$ cat config.mk
export PLATFORM = sky130hd
export DESIGN_NAME = three_wire_serial_shifter
export DESIGN_NICKNAME = d
export VERILOG_FILES = /design/src/hdl/serial_shifter_pkg.sv /design/src/hdl/three_wire_serial_shifter.sv /design/src/hdl/pin_sync.sv
export SDC_FILE = /design/constraint.sdc
export NUM_CORES = 1
export LEC_CHECK = 0
export ABC_CLOCK_PERIOD_IN_PS = 2400
export BUFFER_PORTS_ARGS = -buffer_cell sky130_fd_sc_hd__buf_2
export CORE_ASPECT_RATIO = 0.9
export CORE_MARGIN = 2
export CORE_UTILIZATION = 55
export CTS_BUF_LIST = sky130_fd_sc_hd__clkbuf_8
export DETAILED_ROUTE_END_ITERATION = 7
export PLACE_DENSITY = 0.82
export REMOVE_ABC_BUFFERS = 1
export SKIP_CTS_REPAIR_TIMING = 1
export SLEW_MARGIN = 20
export SYNTH_ARGS = -nofsm -noshare
export SYNTH_HDL_FRONTEND = slang
export SYNTH_HIERARCHICAL = 1
export SYNTH_SLANG_ARGS = --single-unit
$ cat constraint.sdc
create_clock -name i_clock -period 2.4 [get_ports i_clock]
set_input_delay 0.24 -clock i_clock [delete_from_list [all_inputs] [get_ports i_clock]]
set_output_delay 0.24 -clock i_clock [all_outputs]
set_load 0.01 [all_outputs]
$ cat src/hdl/serial_shifter_pkg.sv
package serial_shifter_pkg;

  // ==========================================================================
  // widths and reset values
  // ==========================================================================
  localparam int unsigned DATA_W = 8;
  localparam int unsigned CNT_W = 4;
  localparam logic [7:0] DATA_RST = 8'h00;
  localparam logic [3:0] CNT_RST = 4'h0;
  localparam logic [3:0] CNT_MAX = 4'hf;

  // ==========================================================================
  // wire mode and clock source encodings
  // ==========================================================================
  localparam logic [1:0] WM_OFF = 2'h0;
  localparam logic [1:0] WM_THREE = 2'h1;
  localparam logic [1:0] WM_TWO = 2'h2;
  localparam logic [1:0] WM_TWO_HOLD = 2'h3;

  // clock_source_select, clock_edge_select as a 2-bit field
  localparam logic [1:0] CS_SOFT = 2'h0;
  localparam logic [1:0] CS_TIMER = 2'h1;
  localparam logic [1:0] CS_EXT_RISE = 2'h2;
  localparam logic [1:0] CS_EXT_FALL = 2'h3;

  // ==========================================================================
  // timing
  // ==========================================================================
  localparam int unsigned CLOCK_HZ = 20_000_000;
  localparam int unsigned SYNC_STAGES = 2;

endpackage : serial_shifter_pkg

$ cat src/hdl/three_wire_serial_shifter.sv
`timescale 1ns/1ps

// How it works
// - shift register directly read/written, unbuffered
// - msb routed to pin chosen by wire mode
// - output latch updates on opposite edge of external clock
// - serial input always from data-in pin
// - 4-bit counter, writable, overflow flag
// - shifter and counter share one clock source
// - external clock counts both edges
// - clock from pin, timer match, or strobe
// - two-wire start flag and clock hold
// - three-wire SPI mode 0/1, no select
// - eight clocks exchange master/slave bytes
// - toggle strobe flips serial clock pin
// - edge select picks sample/shift edges
// - sixteen edges overflow and set flag
// - overflow interrupt wakes idle processor
// - writing flag one clears it, loads counter
// - clock strobe also counts in rising external mode
// - software clocking up to fck/4
// - write wins over same-cycle shift
module three_wire_serial_shifter (
  input wire logic i_clock, // system clock, 20 MHz
  input wire logic i_reset_n, // async reset, active low
  input wire logic i_enable, // clock enable, freezes state
  // shift_data_reg access
  input wire logic i_data_we, // write pulse
  input wire logic [7:0] i_data_wdata, // write value
  output logic [7:0] o_data, // shift register contents
  output logic [7:0] o_data_latched, // latched output byte
  // shifter_control_reg fields
  input wire logic i_ctrl_we, // control write pulse
  input wire logic i_start_int_en, // start interrupt enable
  input wire logic i_ovf_int_en, // overflow interrupt enable
  input wire logic [1:0] i_wire_mode, // wire mode field
  input wire logic i_clock_source_select, // external/timer source
  input wire logic i_clock_edge_select, // edge select
  input wire logic i_clock_strobe_bit, // software shift strobe
  input wire logic i_toggle_clock_strobe, // toggle clock pin
  // shifter_status_reg access
  input wire logic i_stat_we, // status write pulse
  input wire logic i_stat_ovf_clr, // one clears overflow flag
  input wire logic i_stat_start_clr, // one clears start flag
  input wire logic [3:0] i_stat_cnt, // counter load value
  output logic [3:0] o_count, // counter value
  output logic o_counter_overflow_flag, // overflow flag
  output logic o_start_flag, // start condition flag
  output logic o_irq_ovf, // overflow interrupt / wake
  output logic o_irq_start, // start interrupt
  // timer and pins
  input wire logic i_timer_match, // timer-zero compare pulse
  input wire logic i_serial_data_in, // data-in / sda pin
  input wire logic i_serial_clock_pin, // serial clock pin level
  output logic o_data_out, // three-wire data out pin
  output logic o_data_out_oe, // data out driven
  output logic o_sda_low, // two-wire data pulled low
  output logic o_sda_oe, // sda driven (open drain)
  output logic o_clock_pin_out, // serial clock port latch
  output logic o_clock_hold_oe // clock line held low
);

  typedef struct packed {
    logic [7:0] data;
    logic [3:0] cnt;
    logic ovf;
    logic start;
    logic out_latch;
    logic [7:0] data_latched;
    logic [1:0] wm;
    logic [1:0] cs;
    logic ovf_ie;
    logic start_ie;
    logic clk_port;
    logic clk_prev;
    logic sda_prev;
    logic hold;
    logic irq_ovf;
    logic irq_start;
    logic dout;
    logic dout_oe;
    logic sda_low;
    logic sda_oe;
    logic clk_out;
    logic hold_oe;
  } shifter_state_t;

  shifter_state_t state_r;
  shifter_state_t state_nxt;
  logic [1:0] pins_sync;
  logic clk_s;
  logic din_s;

  // local aliases of package encodings
  localparam logic [1:0] CS_SOFT_C = serial_shifter_pkg::CS_SOFT;
  localparam logic [1:0] CS_TIMER_C = serial_shifter_pkg::CS_TIMER;
  localparam logic [1:0] CS_RISE_C = serial_shifter_pkg::CS_EXT_RISE;
  localparam logic [1:0] CS_FALL_C = serial_shifter_pkg::CS_EXT_FALL;
  localparam logic [1:0] WM_THREE_C = serial_shifter_pkg::WM_THREE;
  localparam logic [1:0] WM_TWO_HOLD_C = serial_shifter_pkg::WM_TWO_HOLD;
  localparam logic [3:0] CNT_MAX_C = serial_shifter_pkg::CNT_MAX;

  // ==========================================================================
  // pin synchronisers
  // ==========================================================================
  pin_sync #(
    .WIDTH(2)
  ) u_pin_sync (
    .i_clock(i_clock),
    .i_reset_n(i_reset_n),
    .i_enable(i_enable),
    .i_async({i_serial_clock_pin, i_serial_data_in}),
    .o_sync(pins_sync)
  );

  assign clk_s = pins_sync[1];
  assign din_s = pins_sync[0];

  // ==========================================================================
  // next state
  // ==========================================================================
  always_comb begin
    logic [1:0] cs_now;
    logic rise;
    logic fall;
    logic shift_ev;
    logic count_ev;
    logic latch_ev;
    logic latch_open;
    logic clk_now;
    logic [1:0] wm_now;
    cs_now = state_r.cs;
    wm_now = state_r.wm;
    rise = 1'b0;
    fall = 1'b0;
    shift_ev = 1'b0;
    count_ev = 1'b0;
    latch_ev = 1'b0;
    latch_open = 1'b1;
    clk_now = 1'b0;
    state_nxt = state_r;
    if (i_enable) begin
      // control write: fields take effect from the next cycle
      if (i_ctrl_we) begin
        state_nxt.wm = i_wire_mode;
        state_nxt.cs = {i_clock_source_select, i_clock_edge_select};
        state_nxt.ovf_ie = i_ovf_int_en;
        state_nxt.start_ie = i_start_int_en;
        if (i_toggle_clock_strobe) begin
          state_nxt.clk_port = ~state_r.clk_port;
        end
      end
      // pin clock is always the synchronised pin, never the port latch
      clk_now = clk_s;
      rise = clk_now & ~state_r.clk_prev;
      fall = ~clk_now & state_r.clk_prev;
      state_nxt.clk_prev = clk_now;
      state_nxt.sda_prev = din_s;
      // clock source selection, both events from one source except strobe counts in rising external mode
      unique case (cs_now)
        CS_SOFT_C: begin
          shift_ev = i_ctrl_we & i_clock_strobe_bit;
          count_ev = shift_ev;
          latch_ev = shift_ev;
        end
        CS_TIMER_C: begin
          shift_ev = i_timer_match;
          count_ev = i_timer_match;
          latch_ev = i_timer_match;
        end
        CS_RISE_C: begin
          shift_ev = rise; // sample on rising
          latch_ev = fall; // data out moves on falling
          latch_open = ~clk_now; // shut while the clock is high
          // strobe counting with soft toggling
          count_ev = rise | fall
            | (i_ctrl_we & i_clock_strobe_bit);
        end
        CS_FALL_C: begin
          shift_ev = fall;
          latch_ev = rise;
          latch_open = clk_now; // shut while the clock is low
          count_ev = rise | fall;
        end
      endcase
      // shift; a same-cycle write wins
      if (i_data_we) begin
        state_nxt.data = i_data_wdata;
      end else if (shift_ev) begin
        state_nxt.data = {state_r.data[6:0], din_s};
      end
      // transparent output latch: open after the output-change edge, shut
      // from the sampling edge on, so outside falling mode with the clock idle low a fresh write shows on the pin before
      // the first edge and data out only moves on the opposite edge
      if (latch_open) begin
        state_nxt.out_latch = state_nxt.data[7];
      end
      if (latch_ev) begin
        state_nxt.data_latched = state_nxt.data;
      end
      // counter and overflow; a status write wins over a same-cycle set
      if (i_stat_we) begin
        state_nxt.cnt = i_stat_cnt;
        if (i_stat_ovf_clr) begin
          state_nxt.ovf = 1'b0;
          state_nxt.hold = 1'b0;
        end
        if (i_stat_start_clr) begin
          state_nxt.start = 1'b0;
        end
      end else if (count_ev) begin
        state_nxt.cnt = state_r.cnt + 4'h1;
      end
      if (count_ev && !i_stat_we && state_r.cnt == CNT_MAX_C) begin
        state_nxt.ovf = 1'b1;
        if (wm_now == WM_TWO_HOLD_C) begin
          state_nxt.hold = 1'b1;
        end
      end
      // two-wire start: sda falls while clock high
      if (wm_now[1] && clk_now && state_r.sda_prev && !din_s) begin
        state_nxt.start = 1'b1;
        state_nxt.hold = 1'b1;
      end
      // pin drive by wire mode
      state_nxt.dout = (wm_now == WM_THREE_C) & state_nxt.out_latch;
      state_nxt.dout_oe = (wm_now == WM_THREE_C);
      state_nxt.sda_low = 1'b0;
      state_nxt.sda_oe = wm_now[1] & ~state_nxt.out_latch;
      // hold only drives the line while the clock from the master is low
      state_nxt.hold_oe = wm_now[1] & state_nxt.hold & ~clk_now;
      state_nxt.clk_out = state_nxt.clk_port;
      // overflow interrupt also serves as idle wakeup
      state_nxt.irq_ovf = state_nxt.ovf & state_nxt.ovf_ie;
      state_nxt.irq_start = state_nxt.start & state_nxt.start_ie;
    end
  end

  // state register; reset clears data, counter, flag, mode
  always_ff @(posedge i_clock or negedge i_reset_n) begin
    if (!i_reset_n) begin
      state_r <= '0;
    end else begin
      state_r <= state_nxt;
    end
  end

  // ==========================================================================
  // outputs, all from flip-flops
  // ==========================================================================
  assign o_data = state_r.data;
  assign o_data_latched = state_r.data_latched;
  assign o_count = state_r.cnt;
  assign o_counter_overflow_flag = state_r.ovf;
  assign o_start_flag = state_r.start;
  assign o_irq_ovf = state_r.irq_ovf;
  assign o_irq_start = state_r.irq_start;
  assign o_data_out = state_r.dout;
  assign o_data_out_oe = state_r.dout_oe;
  assign o_sda_low = state_r.sda_low;
  assign o_sda_oe = state_r.sda_oe;
  assign o_clock_pin_out = state_r.clk_out;
  assign o_clock_hold_oe = state_r.hold_oe;

  // ==========================================================================
  // checks
  // ==========================================================================
  chk_write_beats_shift: assert property (
    @(posedge i_clock) disable iff (!i_reset_n)
    i_enable && i_data_we |=> state_r.data == $past(i_data_wdata))
    else $error("written data not kept");

  chk_ovf_on_wrap: assert property (
    @(posedge i_clock) disable iff (!i_reset_n)
    i_enable && !i_stat_we && state_r.cnt == CNT_MAX_C
    && state_nxt.cnt == 4'h0
    |=> state_r.ovf && state_r.cnt == 4'h0)
    else $error("counter wrap without flag");

  chk_status_load: assert property (
    @(posedge i_clock) disable iff (!i_reset_n)
    i_enable && i_stat_we |=> state_r.cnt == $past(i_stat_cnt))
    else $error("counter not loaded");

  chk_toggle_pin: assert property (
    @(posedge i_clock) disable iff (!i_reset_n)
    i_enable && i_ctrl_we && i_toggle_clock_strobe
    |=> o_clock_pin_out != $past(o_clock_pin_out))
    else $error("clock pin did not toggle");

  chk_soft_shift: assert property (
    @(posedge i_clock) disable iff (!i_reset_n)
    i_enable && state_r.cs == 2'h0 && i_ctrl_we && i_clock_strobe_bit
    && !i_data_we |=> state_r.data[7:1] == $past(state_r.data[6:0]))
    else $error("strobe shift wrong");

  chk_freeze: assert property (
    @(posedge i_clock) disable iff (!i_reset_n)
    !i_enable |=> $stable(state_r))
    else $error("state moved while disabled");

  chk_dout_mode: assert property (
    @(posedge i_clock) disable iff (!i_reset_n)
    i_enable && state_r.wm != 2'h1 |=> !o_data_out_oe)
    else $error("data out driven outside three-wire");

  chk_irq_gate: assert property (
    @(posedge i_clock) disable iff (!i_reset_n)
    o_irq_ovf |-> o_counter_overflow_flag)
    else $error("irq without flag");

  chk_irq_start_gate: assert property (
    @(posedge i_clock) disable iff (!i_reset_n)
    o_irq_start
    |-> o_start_flag)
    else $error("start irq without flag");

  chk_start_detect: assert property (
    @(posedge i_clock) disable iff (!i_reset_n)
    i_enable && state_r.wm[1] && clk_s && state_r.sda_prev && !din_s
    |=> state_r.start && state_r.hold)
    else $error("start condition missed");

  chk_latch_shut: assert property (
    @(posedge i_clock) disable iff (!i_reset_n)
    i_enable && state_r.cs[1] && (clk_s ^ state_r.cs[0])
    |=> $stable(state_r.out_latch))
    else $error("output latch moved on sampling phase");

  chk_din_source: assert property (
    @(posedge i_clock) disable iff (!i_reset_n)
    i_enable && state_r.cs == CS_SOFT_C && i_ctrl_we && i_clock_strobe_bit
    && !i_data_we |=> state_r.data[0] == $past(din_s))
    else $error("shift input not from data-in pin");

  chk_data_out_pin: assert property (
    @(posedge i_clock) disable iff (!i_reset_n)
    i_enable && state_r.wm == WM_THREE_C
    |=> o_data_out == state_r.out_latch)
    else $error("data out pin not the latched msb");

endmodule : three_wire_serial_shifter

$ cat src/hdl/pin_sync.sv
`timescale 1ns/1ps

// two-flop synchroniser for a group of pins
module pin_sync #(
  parameter int unsigned WIDTH = 2
) (
  input wire logic i_clock, // system clock
  input wire logic i_reset_n, // async reset, active low
  input wire logic i_enable, // clock enable
  input wire logic [WIDTH-1:0] i_async, // raw pin levels
  output logic [WIDTH-1:0] o_sync // synchronised levels
);

  typedef struct packed {
    logic [WIDTH-1:0] meta;
    logic [WIDTH-1:0] sync;
  } sync_state_t;

  sync_state_t state_r;
  sync_state_t state_nxt;

  // ==========================================================================
  // first stage is read only by the second
  // ==========================================================================
  always_comb begin
    state_nxt = state_r;
    if (i_enable) begin
      state_nxt.meta = i_async;
      state_nxt.sync = state_r.meta;
    end
  end

  always_ff @(posedge i_clock or negedge i_reset_n) begin
    if (!i_reset_n) begin
      state_r <= '0;
    end else begin
      state_r <= state_nxt;
    end
  end

  assign o_sync = state_r.sync;

endmodule : pin_sync

==> impl_metrics.csv, run 1 <==
group,metric,value,unit
finish,stdcell_count,331,
timing,timing.fmax,514,MHz
clocking,cts_tree,"yes",
min_path,hold_path_class,"in2async",
finish,final.fill_count,365,
drt,routed_wl,4.82,mm
clocking,clk_latency,0.30,ns
placed_design,hpwl,3.45,mm
floorplanning,die_area,4990,um2
floorplanning,core.rowCount,22,
drt,dr.first_iter.drc_count,109,
worst_setup_path,worstSetupPathType,"reg2reg",
worst_setup_path,critical_path_arrival,2.13,ns
finish,drive_gt1_share,34.3,%
finish,num-nets-final,304,
finish,fin_area,2700,um2
drt,ant_nets,0,
synth,synth.area.top_cells,"dfrtp_1 44%, buf_4 7.4%, mux2_2 7.4%",
timing,rsz0062_at_grt,"false",
clocking,cts_max_level,2,
floorplanning,pin_count,61,
synth,synth-edff-count,0,
clocking,cts_root_buf,"clkbuf_8",
global_routing,antenna_found_initial,0,
worst_setup_path,critPathCaptureType,"flip-flop",
synth,synth_largest_area_cell,"dfrtp_1",
placed_design,placedInstanceArea,2580,um2
finish,n_antenna_cell,0,
global_routing,grt_pass1_vias,1724,
synth,ys_ff_latch,43,
global_routing,grt_max_degree,44,
synth,ys.flop_type,"dfrtp_1",
timing,skew,0.00611,ns
synth,synth_top_area_share,44.1,%
placed_design,io_buffer_count,59,
timing,finalSetupViolCount,0,
power,cellPowerDensity,891,nW/um2
floorplanning,initial_utilization,58.4,%
timing,tightest_slew,0.934,ns
drt,remaining_drc_errors,0,
finish,multi_input_comb_area,1090,um2
timing,slew_viol_final,0,
finish,register_area,1080,um2
floorplanning,core,4180,um2
timing,max_slew_margin,37.7,%
timing,fin_crit_sh,81.1,%
synth,syn_area_per_cell,10.3,um2
global_routing,track_usage,20.7,%
drt,drt-pass1-iter-count,4,
synth,synth-async-reset-ratio,100,%
placed_design,place_congestion,0.840,
synth,synth_seq_area_share,44.1,%
clocking,clkSinkCount,43,
placed_design,dp_worst_setup_slack,0.459,ns
floorplanning,dieHeight,67.2,um
timing,min_period,1.95,ns
placed_design,dp_cells,323,
timing,timing.final.ws_setup,0.453,ns
timing,tns,0,ns
drt,post_drt_via_cell_ratio,5.62,
synth,yosysWarningCount,6,
power,leakage,0.00126,uW
floorplanning,die_w,74.2,um
synth,synthCells,237,
status,status,"finished, final reports clean",
timing,hold_viol,0,
synth,synth.cell_area,2440,um2
clocking,clockBufferDepth,2,
finish,area_growth,10.5,%
drt,wire_per_inst,14.6,um
worst_setup_path,worst_ep_required_time,2.58,ns
drt,num_vias,1861,
clocking,path_clk_slew,0.08,ns
synth,yosysUniqueCellTypes,45,
clocking,cts_buffers,5,
worst_setup_path,path_max_fanout,8,
global_routing,grt_overflow_total,0,
power,vdd_drop_max,0.483,mV
timing,hold_ws,0.0761,ns
flow_run,max-cap-violations,0,
worst_setup_path,start_kind,"flip-flop",
global_routing,grt_pass1_wl,7.95,mm
-- metal layers --
layer,vias to the layer above,global-route usage (%),share of wire (%)
met1,903,29.6,48
met5,-,0,0
met3,10,3.73,3.3
met4,0,8.26,1.7
met2,42,31.3,47
li1,906,-,-
-- path summary, 6_finish.rpt --
kind	startpoint	to	slack [ns]	cells past startpoint
max	u_pin_sync/o_sync[1]$_DFFE_PN0P_	o_sda_oe$_DFFE_PN0P_	0.45	6
min	i_reset_n	o_irq_start$_DFFE_PN0P_	0.08	1
max reg2reg	u_pin_sync/o_sync[1]$_DFFE_PN0P_	o_sda_oe$_DFFE_PN0P_	0.45	6
min reg2reg	o_clock_pin_out$_DFFE_PN0P_	o_clock_pin_out$_DFFE_PN0P_	0.47	1
max in group asynchronous	i_reset_n	o_sda_oe$_DFFE_PN0P_	1.74	1
min in group i_clock	i_wire_mode[1]	state_r[17]$_DFFE_PN0P_	0.17	2
-- layout by cell type, fill, tap and decap left out, types with 2 or more instances in the layout --
master / netlist / layout
buf_2: 2 / 59
clkbuf_8: 0 / 6
o21ai_0: 4 / 4
o22ai_1: 13 / 13
a221o_2: 2 / 2
mux2_2: 16 / 16
a2bb2oi_1: 2 / 2
inv_1: 7 / 7
and2_1: 2 / 2
o31ai_1: 5 / 5
nand2_1: 17 / 17
nand2b_1: 5 / 5
mux2i_1: 12 / 12
a211oi_1: 4 / 4
o41ai_1: 4 / 4
and3_1: 2 / 2
buf_4: 24 / 2
nand3b_1: 2 / 2
a21oi_1: 14 / 14
ha_1: 3 / 3
nor3_1: 9 / 9
dfrtp_1: 43 / 43
o2bb2ai_1: 2 / 2
nand3_1: 3 / 3
nor2_1: 13 / 13
-- state kept, by name, summed over array words and instances, names as in the netlist, 2 cells and up --
signal and cells:
o_data_latched 8, o_data 8, u_pin_sync/state_r 2, u_pin_sync/o_sync 2, state_r 10, o_count 4
-- cell type report --
cell class                 instances  area share (%)
clock buffer                       6            3.06
clock inverter                     2            1.30
inverter                           8            1.11
multi-input combinational        151            40.4
sequential                        43            39.9
tap                               60            2.78
timing repair buffer              61            11.5
-- cells in the mapped netlist, drive strengths merged, types with 5 or more instances --
| cell type | instances |
|---|---|
| a21oi | 14 |
| buf | 32 |
| dfrtp | 43 |
| inv | 7 |
| mux2 | 17 |
| mux2i | 12 |
| nand2 | 17 |
| nand2b | 5 |
| nor2 | 13 |
| nor3 | 9 |
| o22ai | 13 |
| o31ai | 5 |
-- critical path, stage by stage, from the launching register on --
cell     delay, ns
dfrtp_1       0.44
inv_1         0.08
ha_1          0.20
mux2i_1       0.29
a22o_4        0.23
mux2_4        0.32
o31a_1        0.27
-- power by group --
part | internal [uW] | total [uW] | switching (uW)
Combinational | 366 | 758 | 392
Sequential | 905 | 1070 | 160
Clock | 337 | 581 | 244
Total | 1610 | 2400 | 796
-- per-stage QoR --
stage               utilization, %  total power, uW
global route                  64.5             2550
finish                        64.5             2400
detailed placement            61.7             1840
floorplan                        -             1530
global placement              61.7             1810
CTS                           64.5             2420
-- cell families (layout without fill, tap and decap cells) --
group | Yosys count | after routing | synth area share (%)
AOI/OAI and AO/OA | 59 | 59 | 17.4
and+or+nand+nor | 57 | 57 | 11.9
DFF | 43 | 43 | 44.1
buffers and inverters | 43 | 77 | 11.3
muxes | 29 | 29 | 12.9
adders and majority gates | 3 | 3 | 1.54
xor gates and xnor gates | 2 | 2 | 0.717
other | 1 | 1 | 0.154
Note: power is estimated with default switching activity, not from simulation.
==> run 2, diff against run 1 <==
ABC_CLOCK_PERIOD_IN_PS = 1920   (was 2400)
clock period = 1.92 ns   (was 2.4 ns; I/O delays follow)
==> run 2 against run 1 <==
  * The run now ends with negative hold slack left
  * Final cell count rose by 1.8%
  * Count of clock-buffer cells in the layout did not move
  * Critical path depth fell by 3
  * Sequential share of layout area fell by 0.66 points
  * Worst hold slack got worse by 0.11 ns
==> impl_metrics.csv, run 2 (synthesized netlist as in run 1, its figures left out) <==
group,metric,value,unit
status,status,"finished, violations left",
status,violations,"negative hold slack",
timing,hold_viol,43,
timing,skew,0.00322,ns
finish,fin_area,2750,um2
drt,ant_nets,0,
worst_setup_path,cp_slowest_cell,"dfrtp_1",
timing,tightest_slew,0.532,ns
worst_setup_path,path_cells,"a21oi_1 -> a221o_2 -> mux2_2",
flow_run,max-cap-violations,0,
drt,post_drt_via_cell_ratio,5.72,
timing,finalSetupViolCount,0,
drt,dr.first_iter.drc_count,126,
clocking,path_clk_slew,0.08,ns
global_routing,grt_pass1_wl,8.46,mm
floorplanning,dieHeight,67.2,um
worst_setup_path,start_kind,"flip-flop",
global_routing,track_usage,22.3,%
finish,final_common_cell,"buf_2",
drt,remaining_drc_errors,0,
timing,max_slew_margin,64.5,%
global_routing,grt_pass1_vias,1796,
floorplanning,initial_utilization,58.4,%
worst_setup_path,critPathCaptureType,"flip-flop",
floorplanning,core.rowCount,22,
timing,min_period,1.84,ns
floorplanning,core,4180,um2
power,finalPower,2930,uW
worst_setup_path,cpPeakStageDelay,0.49,ns
finish,area_growth,12.5,%
clocking,clk_latency,0.30,ns
power,leakage,0.00128,uW
finish,n_antenna_cell,0,
worst_setup_path,worst_ep_required_time,2.10,ns
timing,fin_crit_sh,95.8,%
finish,largest_reg_flops,10,
global_routing,grt_max_degree,44,
finish,num-nets-final,311,
clocking,cts_max_level,2,
placed_design,hpwl,3.58,mm
clocking,cts_buffers,5,
finish,drive_gt1_share,37.5,%
timing,rsz0062_at_grt,"true",
drt,num_vias,1928,
drt,drt-pass1-iter-count,4,
timing,timing.fmax,544,MHz
drt,routed_wl,5.15,mm
global_routing,grt_overflow_total,0,
min_path,hold_path_class,"in2async",
worst_setup_path,path_max_fanout,15,
placed_design,placedInstanceArea,2630,um2
floorplanning,pin_count,61,
timing,slew_viol_final,0,
power,cellPowerDensity,1060,nW/um2
clocking,clockBufferDepth,2,
finish,regMostFlops,"state_r",
floorplanning,die_area,4990,um2
drt,wire_per_inst,15.3,um
clocking,cts_tree,"yes",
global_routing,antenna_found_initial,0,
worst_setup_path,critical_path_arrival,2.02,ns
placed_design,place_congestion,0.794,
worst_setup_path,worstSetupPathType,"reg2reg",
floorplanning,die_w,74.2,um
clocking,clkSinkCount,43,
placed_design,io_buffer_count,59,
power,vdd_drop_max,0.642,mV
clocking,cts_root_buf,"clkbuf_8",
finish,layout_common_cells,"59 x buf_2, 42 x dfrtp_1, 17 x nand2_1",
timing,hold_ws,-0.0386,ns
==> run 2: worst paths after layout <==
| kind | start | slack, ns | depth (start not counted) | endpoint |
|---|---|---|---|---|
| min | i_reset_n | -0.04 | 2 | o_counter_overflow_flag$_DFFE_PN0P_ |
| max reg2reg | state_r[14]$_DFFE_PN0P_ | 0.08 | 3 | o_data_latched[7]$_DFFE_PN0P_ |
| min in group i_clock | i_serial_data_in | 0.12 | 2 | u_pin_sync/state_r[2]$_DFFE_PN0P_ |
| max | state_r[14]$_DFFE_PN0P_ | 0.08 | 3 | o_data_latched[7]$_DFFE_PN0P_ |
| min reg2reg | o_data_latched[3]$_DFFE_PN0P_ | 0.48 | 2 | o_data_latched[3]$_DFFE_PN0P_ |
| max in group asynchronous | i_reset_n | 1.57 | 2 | u_pin_sync/o_sync[1]$_DFFE_PN0P_ |
==> run 2: layout make-up <==
type                       count  area [um2]
clock inverter                 1        5.00
sequential                    43        1080
clock buffer                   6        82.6
multi-input combinational    151        1110
fill                         355        1440
timing repair buffer          68         363
tap                           60        75.1
inverter                       8        30.0
==> run 2: per-stage QoR <==
step	hold slack, ns	setup WS, ns	setup TNS, ns	instances	utilization (%)
floorplan	-0.104	0.126	0	202	-
CTS	-0.0287	0.0612	0	336	64.9
detailed placement	0.297	0.0754	0	329	62.8
global route	0.0211	-0.00272	-0.00272	337	65.7
global placement	0.289	0.123	0	329	62.8
finish	-0.0386	0.0809	0	337	65.7
==> run 2: routing by layer <==
layer,track usage [%],vias to the layer above,wire length [um]
li1,-,920,-
met1,30.1,951,2350
met2,35.3,50,2490
met3,5.07,7,224
met4,8.48,0,84
met5,0,-,0
==> run 2: critical path, delay by kind of cell, from the launching register on <==
| family | cells | cell delay, ns |
|---|---|---|
| DFF | 1 | 0.49 |
| muxes | 1 | 0.38 |
| AOI/OAI and AO/OA | 2 | 0.86 |
==> run 2: report_power, final <==
group	internal (uW)	switching (uW)	leakage, uW
registers	1130	198	0.000506
logic	497	520	0.000729
clock network	282	297	0.0000470
total	1910	1010	0.00128
